`config.mk`:
```
export PLATFORM = sky130hd
export DESIGN_NAME = sld_driver
export DESIGN_NICKNAME = d
export VERILOG_FILES = /design/src/rtl/sld_pkg.sv /design/src/rtl/sld_driver.sv
export SDC_FILE = /design/constraint.sdc
export NUM_CORES = 1
export LEC_CHECK = 0
export BUFFER_PORTS_ARGS = -buffer_cell sky130_fd_sc_hd__buf_2
export CAP_MARGIN = 20
export CORE_UTILIZATION = 53
export CTS_CLUSTER_DIAMETER = 120
export DETAILED_ROUTE_END_ITERATION = 8
export GPL_ROUTABILITY_DRIVEN = 0
export HOLD_SLACK_MARGIN = 0.12
export PLACE_DENSITY = 0.79
export SETUP_SLACK_MARGIN = 0.3
export SYNTH_ARGS = -nofsm -noshare
export SYNTH_HDL_FRONTEND = slang
export SYNTH_SLANG_ARGS = --single-unit
```
`constraint.sdc`:
```
create_clock -name core_clk -period 1.3 [get_ports core_clk]
set_input_delay 0.26 -clock core_clk [delete_from_list [all_inputs] [get_ports core_clk]]
set_output_delay 0.26 -clock core_clk [all_outputs]
set_load 0.01 [all_outputs]
```
`src/rtl/sld_pkg.sv`:
```
// Package: constants for the serial-in latched sink driver
package sld_pkg;
  // ----------------------------------------------------------------
  // Geometry and reset values
  // ----------------------------------------------------------------
  localparam int          STAGES      = 8;
  localparam logic [7:0]  SHIFT_RESET = 8'h00;
  localparam logic [7:0]  LATCH_RESET = 8'h00;
  localparam logic [7:0]  SINK_OFF    = 8'h00;
  // ----------------------------------------------------------------
  // Timing of the controlling party (for reference by checkers)
  // ----------------------------------------------------------------
  localparam int          CORE_CLK_PERIOD_PS   = 4000;
  localparam int          STROBE_SETUP_NS      = 100;
  localparam int          STROBE_SETUP_CYCLES  = (STROBE_SETUP_NS * 1000 + CORE_CLK_PERIOD_PS - 1)
                                                 / CORE_CLK_PERIOD_PS;
  localparam int          SHIFT_CLK_MAX_KHZ    = 10000;
endpackage : sld_pkg
```
`src/rtl/sld_driver.sv`:
```
// Serial-in shift register with transfer latches and gated sink outputs
`timescale 1ns/1ps
module sld_driver #(
  parameter int STAGES = sld_pkg::STAGES
) (
  // Clock and reset
  input  wire logic              core_clk,
  input  wire logic              arst_n,
  // Serial control pins from the controller (asynchronous)
  input  wire logic              shift_clk,
  input  wire logic              serial_in,
  input  wire logic              latch_transfer,
  input  wire logic              out_disable,
  // Chained serial output
  output logic                   serial_out,
  // Sink outputs: bit 0 is sink_output_first, top bit sink_output_last
  output logic [STAGES-1:0]      sink_on
);

  // ----------------------------------------------------------------
  // Pin numbering inside the synchroniser
  // ----------------------------------------------------------------
  // Bit order of the synchroniser vectors.
  localparam int PINS        = 4;
  localparam int PIN_CLK     = 0;
  localparam int PIN_DATA    = 1;
  localparam int PIN_STROBE  = 2;
  localparam int PIN_DISABLE = 3;

  // ----------------------------------------------------------------
  // Pin synchronisers
  // ----------------------------------------------------------------
  // Every pin gets the same two flops, so relative pin timing is kept.
  logic [PINS-1:0] pin_async;
  logic [PINS-1:0] sync1_q;
  logic [PINS-1:0] sync2_q;

  assign pin_async[PIN_CLK]     = shift_clk;
  assign pin_async[PIN_DATA]    = serial_in;
  assign pin_async[PIN_STROBE]  = latch_transfer;
  assign pin_async[PIN_DISABLE] = out_disable;

  for (genvar p = 0; p < PINS; p++) begin : g_sync
    // Stage 1 is read only by stage 2.
    always_ff @(posedge core_clk or negedge arst_n) begin
      if (!arst_n) begin
        sync1_q[p] <= 1'b0;
      end else begin
        sync1_q[p] <= pin_async[p];
      end
    end

    always_ff @(posedge core_clk or negedge arst_n) begin
      if (!arst_n) begin
        sync2_q[p] <= 1'b0;
      end else begin
        sync2_q[p] <= sync1_q[p];
      end
    end
  end

  // ----------------------------------------------------------------
  // Synchronised pin levels
  // ----------------------------------------------------------------
  // Only these names are read past the synchroniser.
  logic clk_level;
  logic data_level;
  logic strobe_level;
  logic disable_level;

  assign clk_level     = sync2_q[PIN_CLK];
  assign data_level    = sync2_q[PIN_DATA];
  assign strobe_level  = sync2_q[PIN_STROBE];
  assign disable_level = sync2_q[PIN_DISABLE];

  // ----------------------------------------------------------------
  // Shift clock edge detector
  // ----------------------------------------------------------------
  // Resets to the idle low level of the pin, so reset makes no false edge.
  logic clk_prev_q;
  logic shift_rise;

  always_ff @(posedge core_clk or negedge arst_n) begin
    if (!arst_n) begin
      clk_prev_q <= 1'b0;
    end else begin
      clk_prev_q <= clk_level;
    end
  end

  // Data travels the same two flops as the clock, so its set-up is kept.
  assign shift_rise = clk_level & ~clk_prev_q;

  // ----------------------------------------------------------------
  // Shift register
  // ----------------------------------------------------------------
  logic [STAGES-1:0] shift_q;
  logic [STAGES-1:0] shift_d;
  logic [STAGES-1:0] stage_in;

  for (genvar s = 0; s < STAGES; s++) begin : g_shift
    logic rst_val;

    assign rst_val = sld_pkg::SHIFT_RESET[s];

    // Stage 1 takes the pin, later stages the stage before.
    if (s == 0) begin : g_first
      assign stage_in[s] = data_level;
    end else begin : g_next
      assign stage_in[s] = shift_q[s-1];
    end

    // Without a rising edge every stage keeps its content.
    always_comb begin
      if (shift_rise) begin
        shift_d[s] = stage_in[s];
      end else begin
        shift_d[s] = shift_q[s];
      end
    end

    always_ff @(posedge core_clk or negedge arst_n) begin
      if (!arst_n) begin
        shift_q[s] <= rst_val;
      end else begin
        shift_q[s] <= shift_d[s];
      end
    end
  end

  // ----------------------------------------------------------------
  // Chained serial output
  // ----------------------------------------------------------------
  // Taken from the next value of the last stage, so it never lags it.
  logic serial_out_d;

  assign serial_out_d = shift_d[STAGES-1];

  always_ff @(posedge core_clk or negedge arst_n) begin
    if (!arst_n) begin
      serial_out <= sld_pkg::SHIFT_RESET[STAGES-1];
    end else begin
      serial_out <= serial_out_d;
    end
  end

  // ----------------------------------------------------------------
  // Transfer latches
  // ----------------------------------------------------------------
  // Transparent latch modelled as a follower register, one cycle behind its stage.
  // The lag is far shorter than any legal strobe pulse.
  logic [STAGES-1:0] latch_q;
  logic [STAGES-1:0] latch_d;

  for (genvar l = 0; l < STAGES; l++) begin : g_latch
    logic rst_val;

    assign rst_val = sld_pkg::LATCH_RESET[l];

    always_comb begin
      if (strobe_level) begin
        latch_d[l] = shift_q[l];
      end else begin
        latch_d[l] = latch_q[l];
      end
    end

    always_ff @(posedge core_clk or negedge arst_n) begin
      if (!arst_n) begin
        latch_q[l] <= rst_val;
      end else begin
        latch_q[l] <= latch_d[l];
      end
    end
  end

  // ----------------------------------------------------------------
  // Output gate
  // ----------------------------------------------------------------
  // Disable only gates the drivers; latch and shift state are untouched.
  // Registered so that the sink pins never glitch.
  logic [STAGES-1:0] sink_d;

  for (genvar o = 0; o < STAGES; o++) begin : g_gate
    logic off_val;

    assign off_val = sld_pkg::SINK_OFF[o];

    always_comb begin
      if (disable_level) begin
        sink_d[o] = off_val;
      end else begin
        sink_d[o] = latch_q[o];
      end
    end

    always_ff @(posedge core_clk or negedge arst_n) begin
      if (!arst_n) begin
        sink_on[o] <= off_val;
      end else begin
        sink_on[o] <= sink_d[o];
      end
    end
  end

endmodule // sld_driver

```
==> out/results.tsv <==
stage	metric	value	unit
run	max-cap violations	0	
finish	synth-to-layout area growth	24.6	%
timing	Hold Violations, Final	0	
worst_setup_path	worst path cell trace	buf_6	
worst_hold_path	hold crit path type	reg2reg	
worst_setup_path	FF-to-FF Start	clk_prev_q	
worst_hold_path	Hold Crit Endpoint	clk_level	
timing	minimum clock period	1090	ps
logic_synthesis	sequential share of the synthesized area	75.1	%
logic_synthesis	synthesized area	0.00110	mm²
power_and_ir_drop	Leak Pwr	0.672	nW
finish	ANT cells	0	
worst_hold_path	hold path startpoint	sync1_q[0]	
worst_setup_path	CP top delay family	flip-flops	
timing	Final TNS setup	0	ps
logic_synthesis	main combinational cell family by area after synthesis	multiplexers	
logic_synthesis	Syn. warnings	0	
route	Initial DRC Count	0	
timing	fmax	0.915	GHz
worst_setup_path	CP Capture Type	output port	
clock_tree	clk_lat worst skew	310	ps
clock_tree	TritonCTS Buffers	5	
timing	Pins Over Slew Limit	0	
route	Vias/cell	4.58	
timing	clk_skew	7.80	ps
logic_synthesis	post-synthesis compound-gate area fraction	0	%
finish	post-route cell area	0.00137	mm²
finish	most common cell after layout, fill and taps aside	dfrtp_1	
place	Area after DPL	0.00121	mm²
logic_synthesis	Post-Syn Instances	60	
grt	largest net degree at the start of global routing	34	
clock_tree	Clock Tree Buf Depth	2	
worst_setup_path	critical path peak fanout	1	
route	wire per inst	13.5	µm
finish	highest-count cells in the layout ignoring fill and taps	dfrtp_1, buf_2, nor2b_1, mux2_4, mux2_2	
timing	worst setup margin	207	ps
logic_synthesis	syn_nets	66	
worst_setup_path	setup slack, reg-to-reg	220	ps
grt	first-pass GRT wire length	2410	µm
floorplanning	Chip Height	47.6	µm
finish	Layout Nets	94	
timing	Slew @ Worst Pin	387	ps
clock_tree	H-tree depth	2	
floorplanning	Die Area	0.00226	mm²
floorplanning	core area	0.00196	mm²
worst_setup_path	slowest stage cell, crit path	dfrtp_1	
route	DRT antenna net count	0	
logic_synthesis	xor and xnor area share after synthesis	0	%
logic_synthesis	Yosys reg bits	33	
worst_setup_path	CP bufs+invs	1	
power_and_ir_drop	Power Total	2.59	mW
grt	vias in the first global route	541	
floorplanning	Initial Util	56.1	%
worst_setup_path	RR Endpoint	serial_out	
logic_synthesis	count of cell types in the netlist	7	
worst_setup_path	Critical Path Start Type	register	
floorplanning	io pins	15	
finish	combined area of the multi-input logic cells	284	µm²
route	Routed Wire Length	1570	µm
clock_tree	clk slew on worst S/H paths	100	ps
worst_setup_path	critical path required time	1040	ps
power_and_ir_drop	Worst VDD drop	1140	µV
timing	Slew headroom	74.2	%
place	placed cells	101	
logic_synthesis	mean post-synth cell area	18.3	µm²
logic_synthesis	mux cell area share after synthesis	17.7	%
grt	initial antenna violation count	0	
clock_tree	CTS tree	built	
route	via count	531	
place	number of buffers added on ports	14	
grt	Total GRT Usage	17.6	%
route	TritonRoute pass-1 iters	1	
finish	fin cells	116	
worst_setup_path	Worst EP arrival	830	ps
worst_setup_path	critical path's largest stage delay	400	ps
floorplanning	Rows	16	
place	post-place setup slack	221	ps
finish	layout cell share with drive strength beyond 1	49.4	%
logic_synthesis	post-synthesis adder-cell area fraction	0	%
route	# DRC	0	
status	status	finished clean	
timing	RSZ-0062 raised after global routing	yes	
grt	grt total ovfl	0	
logic_synthesis	Synth Area in Simple Gates	6.71	%
finish	fillers	157	
worst_setup_path	FF-to-FF path depth	2	
timing	final cycle utilization of the critical path	84.1	%
power_and_ir_drop	total power divided by cell area	1890	mW/mm²
worst_setup_path	crit path kind	reg2out	
clock_tree	Num Clock Sinks	33	
timing	# setup viols final	0	
floorplanning	Die Span X	47.6	µm
clock_tree	CTS root buffer	clkbuf_4	
finish	register area	827	µm²
worst_hold_path	worst hold stages	0	
report_power, final:
group | internal, mW | total, mW | switching (mW) | leakage [nW]
Combinational | 0.355 | 0.522 | 0.167 | 0.230
Clock | 0.313 | 0.620 | 0.307 | 0.0413
Sequential | 1.29 | 1.45 | 0.153 | 0.400
Yosys cell counts:
master / instances / area share (%)
dfrtp_1: 33 / 75
mux2_2: 12 / 12
nor2b_1: 8 / 4.6
mux2_4: 4 / 5.5
and2b_4: 1 / 0.91
buf_2: 1 / 0.45
nand2b_4: 1 / 1.3
worst max path at each step:
| stage | from | end | slack [ps] | depth (start not counted) |
|---|---|---|---|---|
| 2_1_floorplan | clk_prev_q | serial_out | 260 | 2 |
| 3_3_place_gp | clk_prev_q | shift_q[3] | 250 | 2 |
| 3_5_place_dp | clk_prev_q | serial_out | 220 | 2 |
| 4_1_cts | serial_out | serial_out | 190 | 1 |
| 5_1_grt | serial_out | serial_out | 150 | 1 |
| 6_report | sink_on[3] | sink_on[3] | 210 | 1 |
flip-flops by register name (all words and copies together), names as in the netlist:
signal,cells
latch_q,8
sink_on,8
shift_q,7
sync1_q,4
clk_level,1
clk_prev_q,1
data_level,1
disable_level,1
serial_out,1
strobe_level,1
cell type report:
class                   instances  share of cell area, %
flip-flops and latches         33                   60.4
repair buffers                 22                   11.3
clock inverters                 1                  0.365
clock buffers                   7                   4.75
well taps                      27                   2.47
multi-input cells              26                   20.7
kinds of logic after synthesis:
logic type,Yosys count
buf+inv,1
flops,33
mux,16
simple gates,10
per-stage QoR:
stage / utilization, % / hold slack (ps)
final: 69.8 / 354
after global routing: 69.8 / 363
after CTS: 68.0 / 356
after detailed placement: 61.5 / 300
after global placement: 61.5 / 297
after floorplan: - / -35.6
routing by layer:
layer,vias up,wire [µm],track usage [%]
li1,254,-,-
met1,259,660,19.2
met2,14,807,27.7
met3,4,69,9.06
met4,0,30,10.0
met5,-,0,0
what timing repair did:
item                                    in CTS  in global routing
hold buffers                                 5                  0
setup buffers                                1                  1
endpoints found under the hold margin       37                  0
endpoints found under the setup margin      21                 17
cloned                                       0                  0
resized for setup                            1                  6
(Power assumes the default switching activity.)
